File: src/dmis_pkg.sv
// Constants and carrier types for the data-move and indirect-store unit.
// Assumes a core that presents one decoded instruction per cycle.
// How it works
// RULE_01: The load-literal instruction puts its 8-bit immediate into the accumulator.
// RULE_02: The direct-store instruction writes the accumulator to file register 0..127 and keeps the accumulator.
// RULE_03: The indirect store writes the accumulator to the address held in the chosen pointer; the window holds no data.
// RULE_04: A 1-bit operand picks one of two pointers and a 2-bit mode field picks the variant.
// RULE_05: Mode 00 pre-increments, 01 pre-decrements, 10 post-increments, 11 post-decrements.
// RULE_06: The relative form addresses pointer plus a signed 6-bit offset from -32 to 31.
// RULE_07: Afterwards the pointer is old plus one, old minus one, or unchanged for the relative form.
// RULE_08: Pointers are 16 bits and wrap modulo the full range.
// RULE_09: Pointer updates never touch the status flags.
// RULE_10: Load-literal and direct-store take one word, one cycle, and leave the flags alone.
package dmis_pkg;

	localparam int ACC_W = 8;
	localparam int FADDR_W = 7;
	localparam int PTR_W = 16;
	localparam int OFS_W = 6;
	localparam int NPTR = 2;
	localparam int FLAG_W = 3;

	localparam logic [ACC_W-1:0] ACC_RST = 8'h00;
	localparam logic [PTR_W-1:0] PTR_RST = 16'h0000;
	localparam logic [PTR_W-1:0] PTR_ONE = 16'h0001;
	localparam logic [FLAG_W-1:0] FLAG_RST = 3'h0;

	typedef enum logic [2:0] {
		DMIS_OP_NONE = 3'b000,
		DMIS_OP_LIT = 3'b001,
		DMIS_OP_DIR = 3'b010,
		DMIS_OP_IND = 3'b011,
		DMIS_OP_REL = 3'b100
	} dmis_op_t;

	typedef enum logic [1:0] {
		DMIS_PREINC = 2'b00,
		DMIS_PREDEC = 2'b01,
		DMIS_POSTINC = 2'b10,
		DMIS_POSTDEC = 2'b11
	} dmis_mode_t;

	typedef struct packed {
		logic valid;
		dmis_op_t op;
		logic [ACC_W-1:0] literal;
		logic [FADDR_W-1:0] faddr;
		logic sel;
		dmis_mode_t mode;
		logic [OFS_W-1:0] offset;
	} dmis_instr_t;

	typedef struct packed {
		logic valid;
		logic indirect;
		logic [PTR_W-1:0] addr;
		logic [ACC_W-1:0] data;
	} dmis_wr_t;

endpackage : dmis_pkg

File: src/dmis_core.sv
// Execution unit for literal load, direct store and indirect store.
// Assumes instructions arrive already decoded, on the core clock, one a
// cycle; memory takes the write port without back-pressure.
`timescale 1ns/10ps
module dmis_core
#(
	// Pointer count and widths; the ports are built for these defaults
	parameter int NPTR = dmis_pkg::NPTR,
	parameter int PTR_W = dmis_pkg::PTR_W,
	parameter int ACC_W = dmis_pkg::ACC_W,
	parameter int FADDR_W = dmis_pkg::FADDR_W,
	parameter int OFS_W = dmis_pkg::OFS_W
)
(
	// Clock and reset
	input wire logic ref_clk_i,
	input wire logic rst_i,
	// Decoded instruction
	input dmis_pkg::dmis_instr_t instr_i,
	// Flags from the ALU, passed through untouched here
	input wire logic [dmis_pkg::FLAG_W-1:0] flags_i,
	// Results
	output logic [dmis_pkg::ACC_W-1:0] acc_o,
	output logic [dmis_pkg::PTR_W-1:0] ptr0_o,
	output logic [dmis_pkg::PTR_W-1:0] ptr1_o,
	output logic [dmis_pkg::FLAG_W-1:0] flags_o,
	output dmis_pkg::dmis_wr_t wr_o
);

	// Elaboration checks: the carrier structs fix most widths
	if (NPTR != dmis_pkg::NPTR)
	begin : g_chk_nptr
		$error("dmis_core: only two pointers reach the ports");
	end

	if (PTR_W != dmis_pkg::PTR_W)
	begin : g_chk_ptr_w
		$error("dmis_core: pointer width is fixed by the write port");
	end

	if (ACC_W != dmis_pkg::ACC_W)
	begin : g_chk_acc_w
		$error("dmis_core: accumulator width is fixed by the ports");
	end

	if (FADDR_W >= PTR_W)
	begin : g_chk_faddr
		// Zero extension of the file address needs spare bits
		$error("dmis_core: file address must be narrower than a pointer");
	end

	if (OFS_W >= PTR_W)
	begin : g_chk_ofs
		// Sign extension of the offset needs spare bits
		$error("dmis_core: offset must be narrower than a pointer");
	end

	if (FADDR_W != dmis_pkg::FADDR_W || OFS_W != dmis_pkg::OFS_W)
	begin : g_chk_operands
		$error("dmis_core: operand widths are fixed by the instruction");
	end

	typedef struct packed {
		logic [ACC_W-1:0] acc;
		logic [NPTR-1:0][PTR_W-1:0] ptr;
		logic [dmis_pkg::FLAG_W-1:0] flags;
		dmis_pkg::dmis_wr_t wr;
	} dmis_state_t;

	// Offsets are two's complement; extension keeps the range exact
	function automatic logic [PTR_W-1:0] sext_ofs(
		input logic [OFS_W-1:0] v
	);
		sext_ofs = {{(PTR_W-OFS_W){v[OFS_W-1]}}, v};
	endfunction : sext_ofs

	// File registers sit at the bottom of the write address space
	function automatic logic [PTR_W-1:0] zext_faddr(
		input logic [FADDR_W-1:0] v
	);
		zext_faddr = {{(PTR_W-FADDR_W){1'h0}}, v};
	endfunction : zext_faddr

	// Both directions wrap modulo the pointer range
	function automatic logic [PTR_W-1:0] step_ptr(
		input logic [PTR_W-1:0] v,
		input logic down
	);
		if (down)
		begin
			step_ptr = v - dmis_pkg::PTR_ONE;
		end
		else
		begin
			step_ptr = v + dmis_pkg::PTR_ONE;
		end
	endfunction : step_ptr

	dmis_state_t s_q;
	dmis_state_t s_d;
	logic [PTR_W-1:0] cur;
	logic [PTR_W-1:0] up;
	logic [PTR_W-1:0] dn;
	logic [PTR_W-1:0] rel;
	logic [PTR_W-1:0] ofs_ext;
	wire logic [PTR_W-1:0] ptr_up [NPTR];
	wire logic [PTR_W-1:0] ptr_dn [NPTR];
	wire logic [PTR_W-1:0] ptr_rel [NPTR];

	assign ofs_ext = sext_ofs(instr_i.offset); // see RULE_06

	// Candidates per pointer, so the case below only selects
	for (genvar i = 0; i < NPTR; i++)
	begin : g_ptr
		assign ptr_up[i] = step_ptr(s_q.ptr[i], 1'h0); // see RULE_08
		assign ptr_dn[i] = step_ptr(s_q.ptr[i], 1'h1); // see RULE_08
		assign ptr_rel[i] = s_q.ptr[i] + ofs_ext; // see RULE_06
	end

	always_comb
	begin
		s_d = s_q;
		s_d.wr.valid = 1'h0;
		// Flags only follow the ALU; this unit never writes them
		s_d.flags = flags_i; // see RULE_09 see RULE_10
		cur = s_q.ptr[instr_i.sel]; // see RULE_04
		up = ptr_up[instr_i.sel];
		dn = ptr_dn[instr_i.sel];
		rel = ptr_rel[instr_i.sel];

		if (instr_i.valid)
		begin
			unique case (instr_i.op)
				dmis_pkg::DMIS_OP_NONE:
				begin
					// Nothing issued this cycle
					s_d.wr.valid = 1'h0;
				end
				dmis_pkg::DMIS_OP_LIT:
				begin
					s_d.acc = instr_i.literal; // see RULE_01 see RULE_10
				end
				dmis_pkg::DMIS_OP_DIR:
				begin
					s_d.wr.valid = 1'h1; // see RULE_02
					s_d.wr.indirect = 1'h0;
					s_d.wr.addr = zext_faddr(instr_i.faddr);
					s_d.wr.data = s_q.acc;
				end
				dmis_pkg::DMIS_OP_IND:
				begin
					// Window is only an address path, never storage
					s_d.wr.valid = 1'h1; // see RULE_03
					s_d.wr.indirect = 1'h1;
					s_d.wr.data = s_q.acc;
					// Pre forms write the stepped value, post forms the old one
					unique case (instr_i.mode) // see RULE_05
						dmis_pkg::DMIS_PREINC:
						begin
							s_d.ptr[instr_i.sel] = up; // see RULE_07
							s_d.wr.addr = up;
						end
						dmis_pkg::DMIS_PREDEC:
						begin
							s_d.ptr[instr_i.sel] = dn; // see RULE_07
							s_d.wr.addr = dn;
						end
						dmis_pkg::DMIS_POSTINC:
						begin
							s_d.ptr[instr_i.sel] = up; // see RULE_07
							s_d.wr.addr = cur;
						end
						dmis_pkg::DMIS_POSTDEC:
						begin
							s_d.ptr[instr_i.sel] = dn; // see RULE_07
							s_d.wr.addr = cur;
						end
					endcase
				end
				dmis_pkg::DMIS_OP_REL:
				begin
					// Pointer itself stays put in this form
					s_d.wr.valid = 1'h1; // see RULE_03
					s_d.wr.indirect = 1'h1;
					s_d.wr.data = s_q.acc;
					s_d.wr.addr = rel; // see RULE_06 see RULE_07
				end
				default:
				begin
					// Unused codes do nothing rather than guess
					s_d.wr.valid = 1'h0;
				end
			endcase
		end
	end

	// Synchronous reset, so the core clock alone times every register
	always_ff @(posedge ref_clk_i)
	begin
		if (rst_i)
		begin
			s_q.acc <= dmis_pkg::ACC_RST;
			s_q.ptr <= {NPTR{dmis_pkg::PTR_RST}};
			s_q.flags <= dmis_pkg::FLAG_RST;
			s_q.wr.valid <= 1'h0;
			s_q.wr.indirect <= 1'h0;
			s_q.wr.addr <= dmis_pkg::PTR_RST;
			s_q.wr.data <= dmis_pkg::ACC_RST;
		end
		else
		begin
			s_q <= s_d;
		end
	end

	// Outputs come straight from the state register
	assign acc_o = s_q.acc;
	assign ptr0_o = s_q.ptr[0];
	assign ptr1_o = s_q.ptr[1];
	assign flags_o = s_q.flags;
	assign wr_o = s_q.wr;

endmodule : dmis_core

File: config.mk
export PLATFORM = sky130hd
export DESIGN_NAME = dmis_core
export DESIGN_NICKNAME = d
export VERILOG_FILES = /design/src/dmis_pkg.sv /design/src/dmis_core.sv
export SDC_FILE = /design/constraint.sdc
export NUM_CORES = 1
export LEC_CHECK = 0
export BUFFER_PORTS_ARGS = -buffer_cell sky130_fd_sc_hd__buf_4
export CORE_AREA = 2 2 92 94
export DETAILED_ROUTE_END_ITERATION = 16
export DIE_AREA = 0 0 94 96
export PLACE_DENSITY_LB_ADDON = 0.12
export SYNTH_ARGS = -nofsm -noshare
export SYNTH_HDL_FRONTEND = slang
export SYNTH_SLANG_ARGS = --single-unit
export TNS_END_PERCENT = 20
File: constraint.sdc
create_clock -name ref_clk_i -period 6.5 [get_ports ref_clk_i]
set_input_delay 1.625 -clock ref_clk_i [delete_from_list [all_inputs] [get_ports ref_clk_i]]
set_output_delay 1.625 -clock ref_clk_i [all_outputs]
set_load 0.01 [all_outputs]
==> metrics.md, run 1 <==
| Metric | Value |
|---|---|
| Number of DRC markers after the initial detailed-route iteration | `263` |
| Final Power | `1.00 mW` |
| GR met3 Demand/Resource | `5.72%` |
| Ys Warns | `0` |
| Number of ports placed on the die boundary | `102` |
| Shortest period the worst path allows | `4330 ps` |
| Fraction of layout instances using a drive strength above 1 | `24.6%` |
| Die area | `0.00902 mm^2` |
| EDFF count, synth | `0` |
| Net count reported at finish | `694` |
| Row count | `33` |
| Synthesized instance count | `560` |
| Max Freq | `231 MHz` |
| Number of gates given a new drive strength after cts | `0` |
| Starting density of the core | `57.9%` |
| Worst Tran Pin Value | `1130 ps` |
| Worst ir drop on vdd | `0.000114 V` |
| Vias after detailed routing | `4,666` |
| Part of the Yosys area used for sequential elements | `29.6%` |
| Buffers inserted by post-CTS timing repair | `0` |
| Clock Skews | `12.3 ps` |
| Dpl hpwl | `9.92 mm` |
| Power density relative to cell area | `178 mW/mm^2` |
| Number of antenna violations at the first check in global routing | `0` |
| Static leakage | `2.30 nW` |
| Number of remaining DRC errors | `0` |
| Met2 demand-to-capacity share in global routing | `47.8%` |
| Highest fanout seen on the critical path | `46` |
| Post-Syn Area | `0.00466 mm^2` |
| Die Width | `94 um` |
| Maximum number of pins on one net before global-route repair | `68` |
| Clk root buf | `clkbuf_8` |
| Max-Cap Viols | `0` |
| Number of synthesized register bits | `69` |
| Die height | `96 um` |
| Number of standard cells in the layout, taps in and fillers out | `752` |
| Grt peak-use layer | `met2` |
| Antenna fix cells | `0` |
| Flip-flop and latch area | `0.00138 mm^2` |
| Clock H-tree levels | `3` |
| Tcrit/Tclk final | `66.5%` |
| Wire length per cell after detailed routing | `18.0 um` |
| Data required time of the worst path | `6730 ps` |
| Clk Latency, worst-skew pair | `360 ps` |
| Post-placement worst setup slack | `1850 ps` |
| Remaining antenna violation count after routing | `0` |
| Ranking of synthesized cells by area | `dfxtp_1, nor2_1, xnor2_1` |
| Area inside the core boundary | `0.00805 mm^2` |
| Placed Cells | `737` |
| Worst relative slew slack | `24.4%` |
| Port buffer count | `101` |
| Fillers | `659` |
| Commonest cells after routing, fill and taps aside | `buf_4, nor2_1, dfxtp_1` |
| Hold WS | `460 ps` |
| Longest Clk Path Bufs | `2` |
| Overflow left after global routing | `0` |
| Final RePlAce weighted congestion | `0.936` |
| Unrepaired setup endpoints after global routing | `false` |
| Number of max-slew violations in the final report | `0` |
| Top FF cell, synth | `dfxtp_1` |
| Setup crit end kind | `flip-flop` |
| Post-cts hold buffer count | `0` |
| Final cell utilization of the core | `69.7%` |
| Clock edge transition at the registers on the reported setup and hold paths | `80 ps` |
| Placed instance area | `0.00542 mm^2` |
| Met1 GRT Util | `40.9%` |
| Final Routed Wirelength | `13.5 mm` |
| Global-route wire length before repair | `21.1 mm` |
| Global-route usage over all layers | `29.9%` |
| PnR worst setup slack | `2170 ps` |
| Final setup TNS | `0 ps` |
| Outcome | `completed` |
| TritonCTS Buffers | `9` |
| Synth async-reset ratio | `0%` |
| Critical Path Start Type | `input pin` |
| Area fraction of the dominant cell type after synthesis | `29.6%` |
| Final Instance Area | `0.00561 mm^2` |
| Critical path class | `input pin to flip-flop` |
| Type of the worst min-delay path | `flip-flop to flip-flop` |
| Most common cell after layout, fill and taps aside | `buf_4` |
| Area occupied by multi-input gates | `0.00307 mm^2` |
| Number of vias per cell after detailed routing | `6.20` |
| Vias in the first global route | `4,169` |
| Final hold vios | `0` |
| Post-synthesis to final-layout area growth | `20.3%` |
| Drt pass-1 iters | `5` |
| Clock Sinks | `69` |
| Number of setup violations in the final report | `0` |
| Post-synth net total | `611` |
| Avg Inst Size Synth | `8.33 um^2` |
| Data arrival, critical path | `4560 ps` |
| TritonCTS clock tree | `done` |
| Unique cell type count in the Yosys netlist | `78` |
| Largest area contributor in the synthesized netlist | `dfxtp_1` |
## cell usage after synthesis, types with 5 or more instances
cell type and n:
nor2_1 85, dfxtp_1 69, nand2_1 46, a21oi_1 33, a211oi_1 30, xnor2_1 26, nor3_1 23, clkbuf_1 19
mux2i_1 18, ha_1 17, inv_1 13, nand3_1 12, o21ai_0 12, nor2b_1 8, a211oi_2 6, a221oi_1 6
a32oi_1 6, buf_2 6, mux2_2 6, o21a_1 6, nand3b_1 5, nand4_1 5, nor4_1 5, o211ai_1 5
## kinds of logic after synthesis
group | after synthesis | synth area share, %
and+or+nand+nor | 225 | 25.0
AOI/OAI and AO/OA | 146 | 24.2
DFF | 69 | 29.6
buffers and inverters | 46 | 4.59
xor gates and xnor gates | 30 | 5.63
muxes | 26 | 5.90
adders and majority gates | 18 | 4.99
## power breakdown
part / internal, mW / leakage, nW / switching, mW
Sequential: 0.435 / 0.560 / 0.0119
Clock: 0.175 / 0.0915 / 0.176
Combinational: 0.0886 / 1.65 / 0.114
Total: 0.699 / 2.30 / 0.302
## critical path, cell delays in order
cell	delay (ps)
buf_4	410
mux2i_1	450
inv_1	220
ha_1	380
nor2b_1	160
o2111a_1	300
nor4_1	500
o31ai_1	180
xnor2_1	180
o221ai_1	140
## layer usage
layer  part of all wire, %  up-vias
li1                      -     2223
met1                    45     2226
met2                    47      193
met3                   6.9       24
met4                   1.7        0
met5                     0        -
## sequential cells by signal, indices dropped and copies added (netlist names), named ones only
| register | count |
|---|---|
| wr_o | 26 |
| ptr0_o | 15 |
| ptr1_o | 15 |
| acc_o | 8 |
| flags_o | 3 |
## worst paths after layout
kind | slack, ps | cells after the start | to | from
worst max-delay path | 2170 | 10 | wr_o[22]$_SDFFE_PP0P_ | instr_i[8]
worst min-delay path | 460 | 2 | wr_o[2]$_SDFFE_PP0P_ | wr_o[2]$_SDFFE_PP0P_
worst max register to register | 3560 | 9 | wr_o[22]$_SDFFE_PP0P_ | ptr0_o[2]$_SDFFE_PP0P_
worst min register to register | 460 | 2 | wr_o[2]$_SDFFE_PP0P_ | wr_o[2]$_SDFFE_PP0P_
## layout make-up
type,count,area share [%]
Tap cell,105,2.34
Sequential cell,69,24.6
Timing Repair Buffer,104,13.9
Clock inverter,6,1.14
Inverter,14,0.937
Multi-Input combinational cell,445,54.8
Clock buffer,9,2.21
No activity file was read; power rests on OpenSTA's default activity.
==> run 2, diff against run 1 <==
CORE_AREA = 2 2 100 102   (was 2 2 92 94)
DIE_AREA = 0 0 102 104   (was 0 0 94 96)
clock period = 3.54 ns   (was 6.5 ns; I/O delays follow)
==> run 2 against run 1 <==
Effect of this change:
- clock skew fell by 3.9 ps
- sequential share of layout area fell by 0.57 points
- count of clock-buffer cells in the layout rose by 3
- critical path type unchanged
- cell area rose by 2.4%
- global-route usage fell by 4.1 points
==> metrics.md, run 2 (same netlist as run 1, synthesis figures left out) <==
| Metric | Value |
|---|---|
| Number of remaining DRC errors | `0 (unchanged)` |
| Number of DRC markers after the initial detailed-route iteration | `210 (was 263)` |
| Overflow left after global routing | `0 (unchanged)` |
| Final RePlAce weighted congestion | `0.993 (was 0.936)` |
| Outcome | `completed (unchanged)` |
| Setup crit end kind | `flip-flop (unchanged)` |
| Antenna fix cells | `0 (unchanged)` |
| Clock H-tree levels | `3 (unchanged)` |
| Max reg flops | `26 (unchanged)` |
| Final hold vios | `0 (unchanged)` |
| Drt pass-1 iters | `6 (was 5)` |
| Vias in the first global route | `4,430 (was 4,169)` |
| Number of standard cells in the layout, taps in and fillers out | `793 (was 752)` |
| Final setup TNS | `0 ps (unchanged)` |
| TritonCTS Buffers | `9 (unchanged)` |
| Worst relative slew slack | `50.5% (was 24.4%)` |
| Data required time of the worst path | `3780 ps (was 6730 ps)` |
| Number of vias per cell after detailed routing | `5.84 (was 6.20)` |
| Most common cell after layout, fill and taps aside | `buf_4 (unchanged)` |
| Number of max-slew violations in the final report | `0 (unchanged)` |
| Longest Clk Path Bufs | `2 (unchanged)` |
| Clock edge transition at the registers on the reported setup and hold paths | `80 ps (about the same)` |
| Buffers inserted by post-CTS timing repair | `0 (unchanged)` |
| Clk root buf | `clkbuf_8 (unchanged)` |
| Clk Latency, worst-skew pair | `360 ps (about the same)` |
| Number of setup violations in the final report | `0 (unchanged)` |
| Port buffer count | `101 (unchanged)` |
| Fraction of layout instances using a drive strength above 1 | `25.6% (was 24.6%)` |
| Post-cts hold buffer count | `0 (unchanged)` |
| Tcrit/Tclk final | `91.9%` |
| Row count | `36 (was 33)` |
| Vias after detailed routing | `4,635 (was 4,666)` |
| Max-Cap Viols | `0 (unchanged)` |
| Unrepaired setup endpoints after global routing | `false (unchanged)` |
| Highest fanout seen on the critical path | `15 (was 46)` |
| Net count reported at finish | `706 (was 694)` |
| Remaining antenna violation count after routing | `0 (unchanged)` |
| Wire length per cell after detailed routing | `16.8 um (was 18.0 um)` |
| Max Freq | `307 MHz` |
| Global-route wire length before repair | `22.2 mm (was 21.1 mm)` |
| Clock Skews | `8.38 ps (was 12.3 ps)` |
| Placed Cells | `777 (was 737)` |
| Power density relative to cell area | `319 mW/mm^2 (was 178 mW/mm^2)` |
| Clock Sinks | `69 (unchanged)` |
| Area inside the core boundary | `0.00955 mm^2 (was 0.00805 mm^2)` |
| Die area | `0.0106 mm^2 (was 0.00902 mm^2)` |
| Maximum number of pins on one net before global-route repair | `39 (was 68)` |
| Post-synthesis to final-layout area growth | `23.1% (was 20.3%)` |
| Die Width | `102 um (was 94 um)` |
| Fillers | `917 (was 659)` |
| Final Power | `1.83 mW (was 1.00 mW)` |
| Static leakage | `2.37 nW (was 2.30 nW)` |
| Type of the worst min-delay path | `flip-flop to flip-flop (unchanged)` |
| Worst Tran Pin Value | `737 ps (was 1130 ps)` |
| Number of gates given a new drive strength after cts | `0 (unchanged)` |
| Global-route usage over all layers | `25.8% (was 29.9%)` |
| TritonCTS clock tree | `done (unchanged)` |
| Starting density of the core | `48.8% (was 57.9%)` |
| Dpl hpwl | `10.1 mm (was 9.92 mm)` |
| Die height | `104 um (was 96 um)` |
| Commonest cells after routing, fill and taps aside | `buf_4, nor2_1, dfxtp_1 (unchanged)` |
| Data arrival, critical path | `3490 ps (was 4560 ps)` |
| Number of antenna violations at the first check in global routing | `0 (unchanged)` |
| Number of ports placed on the die boundary | `102 (unchanged)` |
| Final Routed Wirelength | `13.4 mm (was 13.5 mm)` |
| Critical Path Start Type | `input pin (unchanged)` |
| Shortest period the worst path allows | `3250 ps` |
| Worst ir drop on vdd | `0.000191 V (was 0.000114 V)` |
| Critical path class | `input pin to flip-flop (unchanged)` |
[run 2: path summary, 6_finish.rpt]
check,from,to,slack [ps],depth (start not counted)
setup / recovery,instr_i[8],wr_o[22]$_SDFFE_PP0P_,290,12
hold / removal,wr_o[4]$_SDFFE_PP0P_,wr_o[4]$_SDFFE_PP0P_,460,2
setup reg to reg,flip-flop,wr_o[22]$_SDFFE_PP0P_,700,11
hold reg to reg,wr_o[4]$_SDFFE_PP0P_,wr_o[4]$_SDFFE_PP0P_,460,2
[run 2: metal layers]
metal,wire length [um],track usage [%],up-vias
met4,283,8.38,0
li1,-,-,2247
met2,6210,40.0,152
met5,0,0,-
met3,816,5.44,26
met1,6050,35.4,2210
[run 2: critical path: stages]
cell      delay, ps
buf_4           200
mux2i_1         330
inv_1           130
ha_1            240
inv_1            80
fa_1            200
nor2b_1          70
o2111a_1        280
nor4_1          580
o31ai_1         190
xnor2_1         190
o221ai_1        130
[run 2: stage by stage]
step	worst slack [ps]	hold slack, ps	util, %	cell area (um^2)
global route	90.6	481	60.1	5740
CTS	311	461	60.1	5740
detailed placement	-80.0	451	58.2	5560
finish	287	460	60.1	5740
floorplan	201	481	-	4660
global placement	66.1	443	58.2	5560
[run 2: layout make-up]
class	count	area, um^2	share of cell area, %
Clock inverter	4	48.8	0.850
Inverter	14	52.6	0.915
Clock buffer	12	135	2.35
Sequential cell	69	1380	24.1
Timing Repair Buffer	116	883	15.4
Multi-Input combinational cell	445	3070	53.5
Tap cell	133	166	2.90
[run 2: power breakdown]
part | switching (mW) | internal, mW | total, mW
Clock | 0.305 | 0.325 | 0.630
Sequential | 0.0217 | 0.800 | 0.821
Combinational | 0.210 | 0.169 | 0.379
Total | 0.536 | 1.29 | 1.83
==> run 3, diff against run 2 <==
CORE_AREA = 2 2 92 94   (was 2 2 100 102)
DIE_AREA = 0 0 94 96   (was 0 0 102 104)
clock period = 3.9 ns   (was 3.54 ns; I/O delays follow)
==> run 3 against run 2 <==
Effect of this change:
- core utilization is 11 points higher
- count of clock-buffer cells in the layout down 2
- clock power shrank 0.6%
- cell area is 0.81% lower
- critical endpoint unchanged
- largest cell class unchanged
==> metrics.md, run 3 (same netlist as run 1, synthesis figures left out) <==
| Metric | Value |
|---|---|
| Number of vias per cell after detailed routing | `6.07 (was 5.84)` |
| Global-route usage over all layers | `30.6% (was 25.8%)` |
| CP Capture Point | `wr_o[22]$_SDFFE_PP0P_ (unchanged)` |
| Number of ports placed on the die boundary | `102 (unchanged)` |
| Sequential power share | `43.5% (was 44.9%)` |
| Switching Power | `522 uW (was 536 uW)` |
| Net count reported at finish | `703 (was 706)` |
| Critical Path Start Type | `input pin (unchanged)` |
| Static leakage | `2.35 nW (was 2.37 nW)` |
| Unrepaired setup endpoints after global routing | `false (unchanged)` |
| Launch point of the worst path | `instr_i[8] (unchanged)` |
| Reg-to-Reg End | `wr_o[22]$_SDFFE_PP0P_ (unchanged)` |
| Critical path class | `input pin to flip-flop (unchanged)` |
| Wire length per cell after detailed routing | `18.2 um (was 16.8 um)` |
| Data required time of the worst path | `4130 ps (was 3780 ps)` |
| Number of gates given a new drive strength after cts | `0 (unchanged)` |
| Relative contribution of combinational cells to total power | `20.1% (was 20.7%)` |
| Row count | `33 (was 36)` |
| Path depth of the worst reg2reg path | `11 (unchanged)` |
| Number of remaining DRC errors | `0 (unchanged)` |
| Buffers inserted by post-CTS timing repair | `0 (unchanged)` |
| Clock Sinks | `69 (unchanged)` |
| Number of DRC markers after the initial detailed-route iteration | `251 (was 210)` |
| Global-route wire length before repair | `21.6 mm (was 22.2 mm)` |
| Maximum number of pins on one net before global-route repair | `48 (was 39)` |
| Overflow left after global routing | `0 (unchanged)` |
| Final hold vios | `0 (unchanged)` |
| Remaining antenna violation count after routing | `0 (unchanged)` |
| Type of the worst min-delay path | `flip-flop to flip-flop (unchanged)` |
| TritonCTS clock tree | `done (unchanged)` |
| Die Width | `94 um (was 102 um)` |
| Die area | `0.00902 mm^2 (was 0.0106 mm^2)` |
| Fraction of layout instances using a drive strength above 1 | `25.7% (was 25.6%)` |
| Vias after detailed routing | `4,623 (was 4,635)` |
| Final RePlAce weighted congestion | `1.03 (was 0.993)` |
| Post-synthesis to final-layout area growth | `22.1% (was 23.1%)` |
| Die height | `96 um (was 104 um)` |
| Commonest cells after routing, fill and taps aside | `buf_4, nor2_1, dfxtp_1 (unchanged)` |
| Number of standard cells in the layout, taps in and fillers out | `762 (was 793)` |
| Power density relative to cell area | `301 mW/mm^2 (was 319 mW/mm^2)` |
| Clock H-tree levels | `3 (unchanged)` |
| Number of max-slew violations in the final report | `0 (unchanged)` |
| Tcrit/Tclk final | `87.9%` |
| Final setup TNS | `0 ps (unchanged)` |
| Drt pass-1 iters | `5 (was 6)` |
| Worst relative slew slack | `56.9% (was 50.5%)` |
| Longest Clk Path Bufs | `2 (unchanged)` |
| Clk Latency, worst-skew pair | `360 ps (about the same)` |
| Dpl hpwl | `10.5 mm (was 10.1 mm)` |
| Clock network fraction of design power | `36.5% (was 34.4%)` |
| Antenna fix cells | `0 (unchanged)` |
| Area inside the core boundary | `0.00805 mm^2 (was 0.00955 mm^2)` |
| Clk root buf | `clkbuf_8 (unchanged)` |
| Max-Cap Viols | `0 (unchanged)` |
| Fillers | `659 (was 917)` |
| Internal power | `1.19 mW (was 1.29 mW)` |
| Placed Cells | `746 (was 777)` |
| Clock edge transition at the registers on the reported setup and hold paths | `80 ps (about the same)` |
| Outcome | `completed (unchanged)` |
| Most common cell after layout, fill and taps aside | `buf_4 (unchanged)` |
| Worst Tran Pin Value | `638 ps (was 737 ps)` |
| Switching share of total power | `30.4% (was 29.3%)` |
| Setup slack, reg-to-reg | `1050 ps (was 700 ps)` |
| Vias in the first global route | `4,223 (was 4,430)` |
| Number of setup violations in the final report | `0 (unchanged)` |
| Max Freq | `292 MHz` |
| Post-cts hold buffer count | `0 (unchanged)` |
| TritonCTS Buffers | `9 (unchanged)` |
| Max reg flops | `26 (unchanged)` |
| Port buffer count | `101 (unchanged)` |
| Final Routed Wirelength | `13.8 mm (was 13.4 mm)` |
| Starting density of the core | `57.9% (was 48.8%)` |
| Setup crit end kind | `flip-flop (unchanged)` |
| Clock Skews | `12.7 ps (was 8.38 ps)` |
| Number of antenna violations at the first check in global routing | `0 (unchanged)` |
| Final Power | `1.71 mW (was 1.83 mW)` |
| Highest fanout seen on the critical path | `25 (was 15)` |
| Data arrival, critical path | `3650 ps (was 3490 ps)` |
| Shortest period the worst path allows | `3430 ps` |
| Worst ir drop on vdd | `0.000195 V (was 0.000191 V)` |
[run 3: power by group through the flow]
stage                     combinational (mW)  sequential (mW)  clock, mW
after detailed placement               0.341            0.761          0
final                                  0.344            0.745      0.626
after floorplan                        0.220            0.767          0
after global routing                   0.373            0.748      0.658
after CTS                              0.342            0.745      0.629
after global placement                 0.336            0.761          0
[run 3: worst max-delay path: stages]
cell	delay [ps]
buf_4	270
mux2i_1	360
inv_1	130
ha_1	230
inv_1	70
fa_1	200
nor2b_1	70
o2111a_1	290
nor4_1	560
o31ai_1	190
xnor2_1	170
o221ai_1	130
[run 3: through the flow]
stage                     hold slack [ps]  utilization [%]  instance area, um^2  worst slack [ps]
after CTS                             462             70.7                 5700               495
after global routing                  482             70.7                 5700               268
after global placement                444             68.2                 5490               246
after floorplan                       481                -                 4660               471
final                                 462             70.7                 5700               471
after detailed placement              450             68.2                 5490               113
[run 3: area by class of cell]
| class | instances | area, um^2 | area share, % |
|---|---|---|---|
| clock buffers | 10 | 138 | 2.42 |
| clock inverters | 6 | 70.1 | 1.23 |
| inverters | 14 | 52.6 | 0.923 |
| multi-input cells | 445 | 3070 | 54.0 |
| flip-flops and latches | 69 | 1380 | 24.3 |
| well taps | 105 | 131 | 2.31 |
| repair buffers | 113 | 848 | 14.9 |
[run 3: how the worst min path moves through the flow]
stage                          from              endpoint  slack, ps  cells past startpoint
2_1_floorplan  wr_o[0]$_SDFFE_PP0P_  wr_o[0]$_SDFFE_PP0P_        480                      2
3_3_place_gp   wr_o[5]$_SDFFE_PP0P_  wr_o[5]$_SDFFE_PP0P_        440                      2
3_5_place_dp   wr_o[5]$_SDFFE_PP0P_  wr_o[5]$_SDFFE_PP0P_        450                      2
4_1_cts        wr_o[5]$_SDFFE_PP0P_  wr_o[5]$_SDFFE_PP0P_        460                      2
5_1_grt        wr_o[1]$_SDFFE_PP0P_  wr_o[1]$_SDFFE_PP0P_        480                      2
6_report       wr_o[1]$_SDFFE_PP0P_  wr_o[1]$_SDFFE_PP0P_        460                      2
[run 3: layer usage]
layer	vias to the layer above	global-route usage (%)	routed length [um]
li1	2242	-	-
met5	-	0	0
met1	2168	41.6	6190
met4	0	10.7	257
met2	192	49.5	6500
met3	21	4.70	899
